[src/shared/attr_pkg.sv]
// Constants, field layout and types for the address-block attribute unit
// Operation
// - Reset clears the enable bit of all four window registers.
// - Reset input is asynchronous, synchronised to the clock before use.
// - Four window registers: two for data accesses, two for instruction fetches.
// - Each window is 32 bits: base, mask, enable, privilege, user, cache, protect.
// - A disabled window is ignored; an enabled one takes part in matching.
// - Base field is compared against address bits 31 to 24.
// - Mask bits set to one drop the matching base bit from comparison.
// - Privilege select 00 user only, 01 supervisor only, 1x either.
// - Match needs privilege condition and all unmasked upper bits equal.
// - Address bits below 24 never take part in matching.
// - When both windows of a unit match, the lower-numbered window (0 data, 2 fetch) attributes apply.
// - Write-protected block aborts writes and read-modify-writes with access error.
// - External transfer drives the selected user bits onto the attribute pins.
// - Cache mode 00 writethrough, 01 copyback, 10 inhibit serial, 11 inhibit.
// - Writethrough: reads cached, writes always go to memory and update lines.
// - Copyback: write hits update line and dirty bits; misses fetch then update.
// - Inhibited modes bypass cache, assert no-cache pin, push or invalidate lines.
// - Serialized aligned accesses stay in order, operand reads happen once.
// - Unserialized accesses may reorder reads and refetch operands on restart.
// - Fetch windows serve only prefetches; data windows serve operand accesses.
// - Window registers accessible only by the control move in supervisor mode.
package attr_pkg;

  localparam int WIN_W = 32;
  localparam int ADDR_HI_W = 8;
  localparam int BASE_HI = 31;
  localparam int BASE_LO = 24;
  localparam int MASK_HI = 23;
  localparam int MASK_LO = 16;
  localparam int EN_BIT = 15;
  localparam int PRIV_HI = 14;
  localparam int PRIV_LO = 13;
  localparam int USER_HI = 9;
  localparam int USER_LO = 8;
  localparam int CM_HI = 6;
  localparam int CM_LO = 5;
  localparam int WP_BIT = 2;

  // Writable bits; all others read back as zero
  localparam logic [31:0] WIN_WMASK = 32'hFFFFE364;
  localparam logic [31:0] WIN_RESET = 32'h00000000;

  // Register selectors of the control move port
  localparam logic [1:0] SEL_DATA0 = 2'h0;
  localparam logic [1:0] SEL_DATA1 = 2'h1;
  localparam logic [1:0] SEL_FETCH0 = 2'h2;
  localparam logic [1:0] SEL_FETCH1 = 2'h3;

  localparam logic UNIT_FETCH = 1'h0;
  localparam logic UNIT_DATA = 1'h1;

  typedef enum logic [1:0] {
    CM_WRITETHROUGH = 2'h0,
    CM_COPYBACK = 2'h1,
    CM_INHIBIT_SERIAL = 2'h2,
    CM_INHIBIT = 2'h3
  } cache_mode_type;

endpackage

[src/core/access_attribute_unit.sv]
// Address-block attribute unit: window registers, matching, attribute outputs
`timescale 1ns/1ps
module access_attribute_unit
  import attr_pkg::*;
#(
  parameter int RST_SYNC_STAGES = 2
)
(
  input wire logic mclk,
  input wire logic rstn,
  // Control move port
  input wire logic ctl_req,
  input wire logic ctl_write,
  input wire logic ctl_super,
  input wire logic [1:0] ctl_sel,
  input wire logic [WIN_W-1:0] ctl_wdata,
  output logic ctl_ack,
  output logic ctl_priv_err,
  output logic [WIN_W-1:0] ctl_rdata,
  // Default attributes for unmatched accesses
  input wire logic [1:0] dflt_cache_mode,
  input wire logic [1:0] dflt_user_attr,
  // Instruction prefetch lookup
  input wire logic fetch_req,
  input wire logic [ADDR_HI_W-1:0] fetch_addr_hi,
  input wire logic fetch_super,
  output logic fetch_rsp_valid,
  output logic fetch_hit,
  output logic [1:0] fetch_cache_mode,
  output logic [1:0] fetch_user_attr,
  output logic fetch_cacheable,
  output logic fetch_copyback,
  output logic fetch_serialize,
  // Operand lookup
  input wire logic data_req,
  input wire logic [ADDR_HI_W-1:0] data_addr_hi,
  input wire logic data_super,
  input wire logic data_write,
  input wire logic data_rmw,
  output logic data_rsp_valid,
  output logic data_hit,
  output logic [1:0] data_cache_mode,
  output logic [1:0] data_user_attr,
  output logic data_cacheable,
  output logic data_copyback,
  output logic data_serialize,
  output logic data_access_err,
  // External bus transfer and attribute pins
  input wire logic ext_start,
  input wire logic ext_unit,
  input wire logic ext_done,
  output logic user_attr_pin_hi,
  output logic user_attr_pin_lo,
  output logic no_cache_out_pin_n
);

  // Elaboration checks on the parameter and the field layout
  if (RST_SYNC_STAGES < 2) begin : g_bad_sync
    $error("RST_SYNC_STAGES must be at least 2");
  end
  if (BASE_HI - BASE_LO + 1 != ADDR_HI_W) begin : g_bad_base
    $error("Base field width must equal the compared address width");
  end

  ////////////////////////////////////////////////////////////////////////////
  // Functions

  // Attributes of the winning window, or zero when none matches
  function automatic logic [WIN_W-1:0] pick_win(
    input logic hit0,
    input logic hit1,
    input logic [WIN_W-1:0] w0,
    input logic [WIN_W-1:0] w1
  );
    logic [WIN_W-1:0] sel;
    sel = '0;
    if (hit0) begin
      sel = w0;
    end else if (hit1) begin
      sel = w1;
    end
    return sel;
  endfunction

  function automatic logic is_inhibited(input logic [1:0] cm);
    return (cm == CM_INHIBIT_SERIAL) || (cm == CM_INHIBIT);
  endfunction

  ////////////////////////////////////////////////////////////////////////////
  // Reset synchroniser

  logic [RST_SYNC_STAGES-1:0] rst_sync_q;
  wire logic rst_n_int = rst_sync_q[RST_SYNC_STAGES-1];

  // Assertion acts at once; release waits for the last stage

  always_ff @(posedge mclk or negedge rstn) begin
    if (!rstn) begin
      rst_sync_q <= '0;
    end else begin
      rst_sync_q <= {rst_sync_q[RST_SYNC_STAGES-2:0], 1'b1};
    end
  end

  ////////////////////////////////////////////////////////////////////////////
  // Window registers: 0,1 data side, 2,3 fetch side

  logic [WIN_W-1:0] win_q [4];
  wire logic [3:0] win_hit;

  wire logic ctl_ok = ctl_req & ctl_super;
  wire logic ctl_wr = ctl_ok & ctl_write;
  wire logic [WIN_W-1:0] ctl_wval = ctl_wdata & WIN_WMASK;

  genvar gi;
  generate
    for (gi = 0; gi < 4; gi++) begin : g_win
      always_ff @(posedge mclk or negedge rst_n_int) begin
        if (!rst_n_int) begin
          win_q[gi] <= WIN_RESET;
        end else if (ctl_wr && (ctl_sel == 2'(gi))) begin
          win_q[gi] <= ctl_wval;
        end
      end

      // Data windows see operand accesses, fetch windows see prefetches
      window_match u_match (
        .win_cfg(win_q[gi]),
        .addr_hi((gi < 2) ? data_addr_hi : fetch_addr_hi),
        .super_acc((gi < 2) ? data_super : fetch_super),
        .hit(win_hit[gi])
      );
    end
  endgenerate

  ////////////////////////////////////////////////////////////////////////////
  // Control move port

  // Refused requests and writes return zero
  wire logic [WIN_W-1:0] ctl_rsel = (ctl_ok && !ctl_write) ? win_q[ctl_sel] : '0;

  logic ctl_ack_q;
  logic ctl_priv_err_q;
  logic [WIN_W-1:0] ctl_rdata_q;

  always_ff @(posedge mclk or negedge rst_n_int) begin
    if (!rst_n_int) begin
      ctl_ack_q <= 1'b0;
      ctl_priv_err_q <= 1'b0;
      ctl_rdata_q <= '0;
    end else begin
      ctl_ack_q <= ctl_ok;
      ctl_priv_err_q <= ctl_req & ~ctl_super;
      ctl_rdata_q <= ctl_rsel;
    end
  end

  assign ctl_ack = ctl_ack_q;
  assign ctl_priv_err = ctl_priv_err_q;
  assign ctl_rdata = ctl_rdata_q;

  ////////////////////////////////////////////////////////////////////////////
  // Attribute selection per unit

  wire logic d_any = win_hit[0] | win_hit[1];
  wire logic f_any = win_hit[2] | win_hit[3];
  wire logic [WIN_W-1:0] d_win = pick_win(win_hit[0], win_hit[1], win_q[0], win_q[1]);
  wire logic [WIN_W-1:0] f_win = pick_win(win_hit[2], win_hit[3], win_q[2], win_q[3]);

  // Unmatched accesses fall back to the default inputs
  wire logic [1:0] d_cm = d_any ? d_win[CM_HI:CM_LO] : dflt_cache_mode;
  wire logic [1:0] f_cm = f_any ? f_win[CM_HI:CM_LO] : dflt_cache_mode;
  wire logic [1:0] d_ua = d_any ? d_win[USER_HI:USER_LO] : dflt_user_attr;
  wire logic [1:0] f_ua = f_any ? f_win[USER_HI:USER_LO] : dflt_user_attr;
  wire logic d_wp = d_any & d_win[WP_BIT];
  wire logic d_err = d_wp & (data_write | data_rmw);

  ////////////////////////////////////////////////////////////////////////////
  // Fetch side response

  logic f_valid_q;
  logic f_hit_q;
  logic [1:0] f_cm_q;
  logic [1:0] f_ua_q;
  logic f_cacheable_q;
  logic f_copyback_q;
  logic f_serialize_q;

  // Cache policy decode of the winning attributes
  wire logic f_cacheable = ~is_inhibited(f_cm);
  wire logic f_copyback = (f_cm == CM_COPYBACK);
  wire logic f_serialize = (f_cm == CM_INHIBIT_SERIAL);

  always_ff @(posedge mclk or negedge rst_n_int) begin
    if (!rst_n_int) begin
      f_valid_q <= 1'b0;
      f_hit_q <= 1'b0;
      f_cm_q <= CM_WRITETHROUGH;
      f_ua_q <= '0;
      f_cacheable_q <= 1'b1;
      f_copyback_q <= 1'b0;
      f_serialize_q <= 1'b0;
    end else begin
      f_valid_q <= fetch_req;
      if (fetch_req) begin
        f_hit_q <= f_any;
        f_cm_q <= f_cm;
        f_ua_q <= f_ua;
        f_cacheable_q <= f_cacheable;
        f_copyback_q <= f_copyback;
        f_serialize_q <= f_serialize;
      end
    end
  end

  assign fetch_rsp_valid = f_valid_q;
  assign fetch_hit = f_hit_q;
  assign fetch_cache_mode = f_cm_q;
  assign fetch_user_attr = f_ua_q;
  assign fetch_cacheable = f_cacheable_q;
  assign fetch_copyback = f_copyback_q;
  assign fetch_serialize = f_serialize_q;

  ////////////////////////////////////////////////////////////////////////////
  // Data side response

  logic d_valid_q;
  logic d_hit_q;
  logic d_err_q;
  logic [1:0] d_cm_q;
  logic [1:0] d_ua_q;
  logic d_cacheable_q;
  logic d_copyback_q;
  logic d_serialize_q;

  // Writethrough vs copyback steers the cache write policy
  wire logic d_cacheable = ~is_inhibited(d_cm);
  wire logic d_copyback = (d_cm == CM_COPYBACK);
  // Pipeline holds order and blocks restart only for serialized blocks
  wire logic d_serialize = (d_cm == CM_INHIBIT_SERIAL);

  always_ff @(posedge mclk or negedge rst_n_int) begin
    if (!rst_n_int) begin
      d_valid_q <= 1'b0;
      d_hit_q <= 1'b0;
      d_err_q <= 1'b0;
      d_cm_q <= CM_WRITETHROUGH;
      d_ua_q <= '0;
      d_cacheable_q <= 1'b1;
      d_copyback_q <= 1'b0;
      d_serialize_q <= 1'b0;
    end else begin
      d_valid_q <= data_req;
      // Abort only writes and read-modify-writes into a protected block
      d_err_q <= data_req & d_err;
      if (data_req) begin
        d_hit_q <= d_any;
        d_cm_q <= d_cm;
        d_ua_q <= d_ua;
        d_cacheable_q <= d_cacheable;
        d_copyback_q <= d_copyback;
        d_serialize_q <= d_serialize;
      end
    end
  end

  assign data_rsp_valid = d_valid_q;
  assign data_hit = d_hit_q;
  assign data_cache_mode = d_cm_q;
  assign data_user_attr = d_ua_q;
  assign data_access_err = d_err_q;
  assign data_cacheable = d_cacheable_q;
  assign data_copyback = d_copyback_q;
  assign data_serialize = d_serialize_q;

  ////////////////////////////////////////////////////////////////////////////
  // External transfer attribute pins

  logic upa_hi_q;
  logic upa_lo_q;
  logic nocache_n_q;

  wire logic [1:0] ext_ua = (ext_unit == UNIT_DATA) ? d_ua_q : f_ua_q;
  wire logic [1:0] ext_cm = (ext_unit == UNIT_DATA) ? d_cm_q : f_cm_q;
  wire logic ext_nocache_n = ~is_inhibited(ext_cm);

  // Pins hold from transfer start until the transfer ends

  always_ff @(posedge mclk or negedge rst_n_int) begin
    if (!rst_n_int) begin
      upa_hi_q <= 1'b0;
      upa_lo_q <= 1'b0;
      nocache_n_q <= 1'b1;
    end else if (ext_start) begin
      upa_hi_q <= ext_ua[1];
      upa_lo_q <= ext_ua[0];
      nocache_n_q <= ext_nocache_n;
    end else if (ext_done) begin
      upa_hi_q <= 1'b0;
      upa_lo_q <= 1'b0;
      nocache_n_q <= 1'b1;
    end
  end

  assign user_attr_pin_hi = upa_hi_q;
  assign user_attr_pin_lo = upa_lo_q;
  assign no_cache_out_pin_n = nocache_n_q;

endmodule

[src/core/window_match.sv]
// Match logic of one attribute window register
`timescale 1ns/1ps
module window_match
  import attr_pkg::*;
(
  input wire logic [WIN_W-1:0] win_cfg,
  input wire logic [ADDR_HI_W-1:0] addr_hi,
  input wire logic super_acc,
  output logic hit
);

  wire logic [ADDR_HI_W-1:0] base = win_cfg[BASE_HI:BASE_LO];
  wire logic [ADDR_HI_W-1:0] mask = win_cfg[MASK_HI:MASK_LO];
  wire logic [1:0] priv_sel = win_cfg[PRIV_HI:PRIV_LO];
  wire logic enabled = win_cfg[EN_BIT];

  // 1x ignores privilege, else bit 0 must equal the access privilege
  wire logic priv_ok = priv_sel[1] | (priv_sel[0] == super_acc);

  // Only the upper address byte takes part; masked bits drop out
  wire logic [ADDR_HI_W-1:0] diff = (addr_hi ^ base) & ~mask;

  assign hit = enabled & priv_ok & (diff == '0);

endmodule

[config.mk]
export PLATFORM = sky130hd
export DESIGN_NAME = access_attribute_unit
export DESIGN_NICKNAME = d
export VERILOG_FILES = /design/src/shared/attr_pkg.sv /design/src/core/access_attribute_unit.sv /design/src/core/window_match.sv
export SDC_FILE = /design/constraint.sdc
export NUM_CORES = 1
export LEC_CHECK = 0
export ABC_AREA = 1
export BUFFER_PORTS_ARGS = -buffer_cell sky130_fd_sc_hd__buf_4
export CAP_MARGIN = 20
export CORE_ASPECT_RATIO = 0.9
export CORE_MARGIN = 2
export CORE_UTILIZATION = 50
export DETAILED_ROUTE_END_ITERATION = 8
export PLACE_DENSITY = 0.71
export SLEW_MARGIN = 20
export SYNTH_ARGS = -nofsm -noshare
export SYNTH_HDL_FRONTEND = slang
export SYNTH_SLANG_ARGS = --single-unit
[constraint.sdc]
create_clock -name mclk -period 5.3 [get_ports mclk]
set_input_delay 1.59 -clock mclk [delete_from_list [all_inputs] [get_ports mclk]]
set_output_delay 1.59 -clock mclk [all_outputs]
set_load 0.01 [all_outputs]
==> results.sh, run 1 <==
export IMPL_syn_cell_area_mm2=0.006775
export IMPL_drt_pass1_iterations=5
export IMPL_grt_pass1_wl_mm=26.89
export IMPL_relSlewSlack=0.3028
export IMPL_dp_hpwl_mm=11.66
export IMPL_area_growth_syn_to_layout_pct=22.22
export IMPL_synth_async_reset_ratio=1.000
export IMPL_synth_cell_types=30
export IMPL_yosys_top_cells_area="dfrtp_1 53%, nand2_1 13%, o21ai_0 7.2%"
export IMPL_yosys_warnings=0
export IMPL_cts_made_buffers=17
export IMPL_dp_cells=1080
export IMPL_tns_ps=0
export IMPL_ys_seq_area_frac=0.5398
export IMPL_p_leak_uw=0.004302
export IMPL_post_route_cells_drive_above_1_share=0.1739
export IMPL_finClkSkew_ps=7.472
export IMPL_cts_setup_buffers=0
export IMPL_ys_flop_type="dfrtp_1"
export IMPL_cts_tree="done"
export IMPL_wl_mm=16.56
export IMPL_crit_path_max_incr_delay_ps=630
export IMPL_via_per_inst=5.135
export IMPL_gr_total_overflow=0
export IMPL_clock_root_buffer="clkbuf_16"
export IMPL_crit_top_cell="buf_4"
export IMPL_num_vias=5705
export IMPL_finalNetCount=999
export IMPL_worstPathArrival_ps=3370
export IMPL_synth_edf_count=0
export IMPL_critPathBufInv=4
export IMPL_insertion_delay_ps=430
export IMPL_fin_crit_sh=0.5795
export IMPL_design_area_mm2=0.008280
export IMPL_power_density_mw_per_mm2=383.5
export IMPL_cts_max_level=4
export IMPL_grt_max_degree=54
export IMPL_rows=40
export IMPL_rsz0062_at_grt="false"
export IMPL_cp_end_kind="flip-flop"
export IMPL_yosys_area_top_type="dfrtp_1"
export IMPL_start_util=0.5089
export IMPL_tightest_slew_ps=1043
export IMPL_place_area_mm2=0.007681
export IMPL_startpoint_type="primary input"
export IMPL_path_clk_slew_ps=60
export IMPL_coreArea_mm2=0.01331
export IMPL_crit_family="buffers and inverters"
export IMPL_postRouteAntennaNets=0
export IMPL_outcome="finished clean"
export IMPL_vdd_drop_max_v=0.0002284
export IMPL_synth_cells=829
export IMPL_port_buffers=107
export IMPL_finalHoldViolCount=0
export IMPL_drc_errors=0
export IMPL_synth_seq_cells=146
export IMPL_worstPathMaxFanout=29
export IMPL_path_class="in2reg"
export IMPL_grt_pass1_vias=5205
export IMPL_post_cts_resized=0
export IMPL_cts_buffer_depth=2
export IMPL_io_pins=124
export IMPL_clock_fmax_mhz=325.6
export IMPL_grt_usage=0.2425
export IMPL_die_area_mm2=0.01450
export IMPL_die_w_um=126.7
export IMPL_cp_cell_sequence="buf_4 -> inv_1 -> nor2_2 -> buf_4 -> nand2_1 -> buf_4 -> nand2_1 -> o21ai_0"
export IMPL_slew_viol_final=0
export IMPL_hold_class="reg2async"
export IMPL_postCtsHoldBufs=0
export IMPL_cp_required_ps=5600
export IMPL_post_place_ws_ps=1827
export IMPL_final_cells=1111
export IMPL_drtIter0Drc=559
export IMPL_fin_crit_ps=3072
export IMPL_antenna_found_initial=0
export IMPL_post_synth_top_area_fraction=0.5282
export IMPL_filler_cell_count=1197
export IMPL_maxCapViolations=0
export IMPL_ys_top_cells_by_count="232 x nand2_1, 143 x dfrtp_1, 121 x inv_1"
export IMPL_yosysMostFrequentCell="nand2_1"
export IMPL_wl_per_cell_um=14.90
export IMPL_critPathSlowestCell="nand2_1"
export IMPL_gp_congestion=0.8317
export IMPL_n_antenna_cell=0
export IMPL_finalSetupViolCount=0
export IMPL_clkSinkCount=146
export IMPL_die_h_um=114.4
export IMPL_fin_ws_ps=2228
export IMPL_syn_avg_cell_area_um2=8.173
==> per-stage QoR <==
stage	hold WS, ps	utilization	total power [uW]
floorplan	331.2	-	1778
global placement	334.3	0.5770	1952
detailed placement	344.4	0.5770	1969
CTS	356.7	0.6220	3199
global route	357.9	0.6220	3354
finish	345.1	0.6220	3175
==> worst reg2reg max path: stages (launching register included) <==
cell and delay [ps]:
dfrtp_1 390, inv_1 80, nand2_1 50, nand3_1 70, nand2_1 60, nor2_1 230
nand2_1 80, nor2_1 200, nand2_1 120, o21ai_0 210, nor2_1 70, nor2_1 80
==> logic make-up after synthesis <==
| kind of cell | count (synthesis) | share of synthesized area |
|---|---|---|
| DFF | 146 | 0.5398 |
| buffers and inverters | 164 | 0.09843 |
| AOI/OAI and AO/OA | 170 | 0.1459 |
| and+or+nand+nor | 347 | 0.2148 |
| other | 2 | 0.001108 |
==> report_power, final <==
part           switching (uW)  leakage (uW)  internal, uW
Combinational             310       0.00214           223
Clock                     431      0.000294           786
Sequential                137       0.00187          1290
==> placed cells by master (no fill, tap or decap), types with 4 or more instances in the layout <==
cell         n
nand2_1    232
dfrtp_1    142
inv_1      121
buf_4      115
o21ai_0     97
nor2_1      47
nand3_1     46
a221oi_1    21
o22ai_1     19
clkbuf_16   17
o21ai_1     13
conb_1       9
a21oi_1      8
a22oi_1      6
clkbuf_1     5
nor2_2       4
nand3b_1     4
nand3_2      4
clkbuf_8     4
==> routing by layer <==
metal	vias to the layer above	part of all wire	track usage
li1	2853	-	-
met1	2665	0.48	0.3639
met2	165	0.44	0.3510
met3	22	0.061	0.05654
met4	0	0.014	0.07766
met5	-	0	0
==> path summary, 6_finish.rpt <==
kind | startpoint | endpoint | slack (ps) | depth (start not counted)
max | ctl_sel[0] | win_q[77] | 2230 | 8
min | rst_sync_q[1] | fetch_cache_mode[1] | 350 | 0
max reg2reg | win_q[26] | fetch_user_attr[1] | 3610 | 11
min reg2reg | rst_sync_q[1] | fetch_cache_mode[1] | 350 | 0
max in group asynchronous | rst_sync_q[1] | win_q[112] | 3850 | 1
min in group mclk | rst_sync_q[0] | rst_sync_q[1] | 350 | 0
==> registers in the layout (all words and copies together) (netlist names), 2 cells and up <==
name,cells
ctl_rdata,24
data_cache_mode,2
data_user_attr,2
fetch_cache_mode,2
fetch_user_attr,2
rst_sync_q,2
win_q,96
==> cell type report <==
cell class / count / area (um^2) / share of cell area
Clock buffer: 26 / 499.2 / 0.06029
Clock inverter: 5 / 100.1 / 0.01209
Inverter: 125 / 469.2 / 0.05666
Multi-Input combinational cell: 526 / 2477 / 0.2992
Sequential cell: 146 / 3661 / 0.4421
Tap cell: 168 / 210.2 / 0.02539
Timing Repair Buffer: 115 / 863.3 / 0.1043
Power figures use the tool's default switching activity.
==> run 2, diff against run 1 <==
Settings changed: ABC_AREA 1 to 0, PLACE_DENSITY 0.71 to 0.74.
Clock period 5.3 ns to 2.8 ns, I/O delays scaled along.
==> results.sh, run 2 <==
export IMPL_outcome="finished clean"
export IMPL_grt_usage=0.2346
export IMPL_dp_hpwl_mm=11.36
export IMPL_clock_root_buffer="clkbuf_16"
export IMPL_largest_register_ffs=96
export IMPL_post_cts_resized=0
export IMPL_post_synth_top_area_fraction=0.5312
export IMPL_cts_tree="done"
export IMPL_die_w_um=126.4
export IMPL_cts_made_buffers=17
export IMPL_area_growth_syn_to_layout_pct=23.92
export IMPL_drc_errors=0
export IMPL_synth_cells=482
export IMPL_cts_setup_buffers=0
export IMPL_cts_buffer_depth=2
export IMPL_start_util=0.5079
export IMPL_cp_cell_sequence="buf_4 -> xnor2_1 -> o22ai_1 -> nor2_1 -> a21boi_0 -> o311ai_2 -> o21ai_0"
export IMPL_die_h_um=114.1
export IMPL_fin_crit_ps=2186
export IMPL_slew_viol_final=0
export IMPL_startpoint_type="primary input"
export IMPL_grt_pass1_wl_mm=25.34
export IMPL_synth_async_reset_ratio=1.000
export IMPL_grt_busiest_layer="met2"
export IMPL_worstPathArrival_ps=2460
export IMPL_finalSetupViolCount=0
export IMPL_grt_max_degree=67
export IMPL_power_density_mw_per_mm2=750.7
export IMPL_tightest_slew_ps=739.8
export IMPL_final_common_cell="dfrtp_1"
export IMPL_yosys_top_cells_area="dfrtp_1 53%, mux2_2 16%, mux4_2 8.0%"
export IMPL_post_place_ws_ps=231.8
export IMPL_path_clk_slew_ps=50
export IMPL_finClkSkew_ps=9.768
export IMPL_layout_common_cells="142 x dfrtp_1, 120 x buf_4, 98 x mux2_2"
export IMPL_fin_ws_ps=614.1
export IMPL_num_vias=4459
export IMPL_drtIter0Drc=323
export IMPL_synth_edf_count=0
export IMPL_clock_fmax_mhz=457.5
export IMPL_drt_pass1_iterations=5
export IMPL_gr_total_overflow=0
export IMPL_reg2reg_setup_slack_ps=720
export IMPL_postCtsHoldBufs=0
export IMPL_io_pins=124
export IMPL_ys_seq_area_frac=0.5429
export IMPL_gp_congestion=0.8481
export IMPL_synth_seq_cells=146
export IMPL_crit_path_max_incr_delay_ps=440
export IMPL_finalNetCount=672
export IMPL_n_antenna_cell=0
export IMPL_maxCapViolations=0
export IMPL_syn_avg_cell_area_um2=13.98
export IMPL_critPathSlowestCell="o311ai_2"
export IMPL_worstPathMaxFanout=6
export IMPL_cp_required_ps=3070
export IMPL_grt_util_met2=0.3704
export IMPL_path_class="in2reg"
export IMPL_postRouteAntennaNets=0
export IMPL_port_buffers=107
export IMPL_cts_max_level=4
export IMPL_rsz0062_at_grt="false"
export IMPL_yosysMostFrequentCell="dfrtp_1"
export IMPL_finalHoldViolCount=0
export IMPL_wl_per_cell_um=20.15
export IMPL_ys_flop_type="dfrtp_1"
export IMPL_wl_mm=15.80
export IMPL_antenna_found_initial=0
export IMPL_critPathBufInv=1
export IMPL_coreArea_mm2=0.01326
export IMPL_top_register="win_q"
export IMPL_fin_crit_sh=0.7807
export IMPL_post_route_cells_drive_above_1_share=0.4659
export IMPL_ys_top_cells_by_count="143 x dfrtp_1, 98 x mux2_2, 36 x xnor2_1"
export IMPL_grtUsageMet1=0.3193
export IMPL_crit_family="compound AO/OA/AOI/OAI gates"
export IMPL_relSlewSlack=0.5068
export IMPL_via_per_inst=5.688
export IMPL_cp_end_kind="flip-flop"
export IMPL_yosys_warnings=0
export IMPL_use_met3=0.05280
export IMPL_syn_cell_area_mm2=0.006736
export IMPL_insertion_delay_ps=430
export IMPL_rows=40
export IMPL_hold_class="in2async"
export IMPL_grt_pass1_vias=4600
export IMPL_filler_cell_count=1011
export IMPL_vdd_drop_max_v=0.0005552
export IMPL_synth_cell_types=48
export IMPL_p_leak_uw=0.003697
export IMPL_clkSinkCount=146
export IMPL_tns_ps=0
export IMPL_die_area_mm2=0.01442
export IMPL_yosys_area_top_type="dfrtp_1"
==> run 2: cell types whose count changed after synthesis, sizes merged, moves of 6 or more <==
| cell | before | now |
|---|---|---|
| a22oi | 6 | 0 |
| clkbuf | 14 | 4 |
| mux4 | 0 | 24 |
| nand3 | 51 | 13 |
| xnor2 | 0 | 36 |
| nor2 | 53 | 9 |
| inv | 124 | 6 |
| a21oi | 8 | 2 |
| mux2 | 0 | 98 |
| a22o | 0 | 6 |
| nor2b | 0 | 25 |
| nand2 | 235 | 10 |
| a221oi | 21 | 0 |
| o21ai | 112 | 17 |
==> run 2: routing by layer <==
metal  part of all wire  routed length, um
met5                  0                  0
met4              0.021                329
met3              0.052                828
met2               0.49               7734
met1               0.44               6909
==> run 2: path summary, 6_finish.rpt <==
path	startpoint	endpoint	cells past startpoint
max	fetch_addr_hi[4]	fetch_cache_mode[1]	7
min	rstn	rst_sync_q[1]	1
max reg2reg	win_q[28]	fetch_cache_mode[1]	6
min reg2reg	rst_sync_q[0]	rst_sync_q[1]	0
max in group asynchronous	rst_sync_q[1]	data_cacheable	1
min in group mclk	rst_sync_q[0]	rst_sync_q[1]	0
==> run 2: final cells by class <==
class,count,area [um^2],area share
Inverter,6,22.52,0.002698
Clock inverter,5,50.05,0.005995
Clock buffer,26,509.2,0.06100
Multi-Input combinational cell,310,2934,0.3515
Tap cell,168,210.2,0.02518
Sequential cell,146,3661,0.4385
Timing Repair Buffer,123,960.9,0.1151
==> run 2: cell families after synthesis <==
family                    count (synthesis)  synth area share
other                                     2          0.001115
buffers and inverters                    33           0.02730
DFF                                     146            0.5429
xor gates and xnor gates                 36           0.04680
and+or+nand+nor                          79           0.06835
AOI/OAI and AO/OA                        64           0.06947
muxes                                   122            0.2441
==> run 2: report_power, final <==
| part | total, uW | internal, uW | switching [uW] | leakage (uW) |
|---|---|---|---|---|
| Clock | 2150 | 1330 | 821 | 0.000280 |
| Combinational | 1280 | 758 | 527 | 0.00159 |
| Sequential | 2830 | 2500 | 334 | 0.00182 |
==> run 2: through the flow <==
stage	cell area, um^2	total power, uW	hold WS (ps)	util	std cells
4_1_cts	8348	6302	178.2	0.6294	784
3_3_place_gp	7789	4079	338.7	0.5873	753
5_1_grt	8348	6555	173.5	0.6294	784
6_report	8348	6267	192.4	0.6294	784
3_5_place_dp	7789	4149	343.4	0.5873	753
2_1_floorplan	6764	3666	331.1	-	489
==> run 3, diff against run 2 <==
Clock period 2.8 ns to 1.85 ns, I/O delays scaled along.
==> results.sh, run 3 (synthesis gave the netlist of run 2 again) <==
export IMPL_outcome="finished clean"
export IMPL_insertion_delay_ps=430
export IMPL_via_per_inst=5.608
export IMPL_num_vias=4559
export IMPL_rsz0062_at_grt="true"
export IMPL_top_register="win_q"
export IMPL_worstPathMaxFanout=3
export IMPL_register_area_mm2=0.003661
export IMPL_grt_max_degree=56
export IMPL_die_h_um=114.1
export IMPL_critPathBufInv=0
export IMPL_cp_cell_sequence="xnor2_2 -> o22ai_2 -> or3_4 -> o21ai_4 -> nor2_1 -> o32ai_2"
export IMPL_wl_mm=16.39
export IMPL_slew_viol_final=0
export IMPL_path_clk_slew_ps=60
export IMPL_wl_met3_um=815
export IMPL_met2_wirelength_mm=8.063
export IMPL_finalNetCount=706
export IMPL_postRouteAntennaNets=0
export IMPL_filler_cell_count=918
export IMPL_power_density_mw_per_mm2=1089
export IMPL_gp_congestion=0.9405
export IMPL_maxCapViolations=0
export IMPL_antenna_found_initial=0
export IMPL_layout_common_cells="144 x buf_4, 142 x dfrtp_1, 98 x mux2_2"
export IMPL_clkSinkCount=146
export IMPL_cts_max_level=4
export IMPL_wl_per_cell_um=20.16
export IMPL_clock_fmax_mhz=541.3
export IMPL_coreArea_mm2=0.01326
export IMPL_finalSetupViolCount=0
export IMPL_io_pins=124
export IMPL_rows=40
export IMPL_area_growth_syn_to_layout_pct=32.26
export IMPL_wl_met1_mm=7.165
export IMPL_gr_total_overflow=0
export IMPL_finClkSkew_ps=5.463
export IMPL_worstPathArrival_ps=2180
export IMPL_cp_end_kind="flip-flop"
export IMPL_final_util=0.6718
export IMPL_vdd_drop_max_v=0.0006692
export IMPL_grt_pass1_vias=4767
export IMPL_multi_input_area_mm2=0.003176
export IMPL_p_leak_uw=0.004001
export IMPL_n_antenna_cell=0
export IMPL_startpoint_type="flip-flop"
export IMPL_port_buffers=107
export IMPL_fin_ws_ps=2.625
export IMPL_cp_required_ps=2180
export IMPL_fin_crit_ps=1847
export IMPL_final_common_cell="buf_4"
export IMPL_clock_root_buffer="clkbuf_16"
export IMPL_finalHoldViolCount=0
export IMPL_cts_made_buffers=17
export IMPL_start_util=0.5079
export IMPL_critPathSlowestCell="or3_4"
export IMPL_crit_path_max_incr_delay_ps=420
export IMPL_die_area_mm2=0.01442
export IMPL_grt_pass1_wl_mm=25.77
export IMPL_post_route_cells_drive_above_1_share=0.5473
export IMPL_cts_buffer_depth=2
export IMPL_drt_pass1_iterations=4
export IMPL_drtIter0Drc=376
export IMPL_p_total_uw=9703
export IMPL_hold_class="reg2async"
export IMPL_die_w_um=126.4
export IMPL_post_place_ws_ps=-456.6
export IMPL_drc_errors=0
export IMPL_fin_crit_sh=0.9986
export IMPL_top_layer="met4"
export IMPL_grt_usage=0.2359
export IMPL_largest_register_ffs=96
export IMPL_crit_family="compound AO/OA/AOI/OAI gates"
export IMPL_dp_hpwl_mm=11.50
export IMPL_path_class="reg2reg"
export IMPL_cts_tree="done"
==> run 3: cell count changes in the layout (fill, tap and decap cells not counted), sizes merged <==
cell | previous run | this run
buf | 123 | 156
dlygate4sd3 | 0 | 1
bufinv | 1 | 0
clkinv | 4 | 0
==> run 3: final cells by class <==
class / count / share of cell area
sequential: 146 / 0.4109
multi-input combinational: 310 / 0.3564
timing repair buffer: 157 / 0.1494
clock buffer: 26 / 0.05715
tap: 168 / 0.02359
inverter: 6 / 0.002528
==> run 3: what timing repair did <==
action | in CTS | in global routing
buffers inserted | 2 | 4
resized for setup | 15 | 30
hold buffers | 1 | 0
pin swaps | 4 | 14
endpoints found under the setup margin | 12 | 15
endpoints found under the hold margin | 2 | 0
cloned | 0 | 0
==> run 3: final timing paths <==
check	endpoint	cells past startpoint	slack (ps)	startpoint
min in group mclk	ctl_priv_err	2	290	ctl_super
setup reg to reg	fetch_serialize	6	3	win_q[30]
max in group asynchronous	win_q[52]	1	960	rst_sync_q[1]
hold / removal	win_q[78]	0	260	rst_sync_q[1]
setup / recovery	fetch_serialize	6	3	win_q[30]
hold reg to reg	win_q[78]	0	260	rst_sync_q[1]
==> run 3: metal layers <==
metal,global-route usage,up-vias
met5,0,-
met4,0.09011,0
met3,0.04907,28
met2,0.3768,142
met1,0.3217,2338
li1,-,2051
==> run 3: power by group <==
group          internal (uW)  switching (uW)  total [uW]
clock                   1850            1210        3050
combinational           1400             939        2340
sequential              3780             530        4310
==> run 3: through the flow <==
stage	instance area [um^2]	TNS, ps	std cells	hold slack [ps]
finish	8910	0	813	262.7
global route	8910	-384.9	813	285.0
global placement	8104	-11430	780	265.3
floorplan	6766	-286.4	489	259.4
CTS	8731	0	809	277.9
detailed placement	8104	-14190	780	272.4
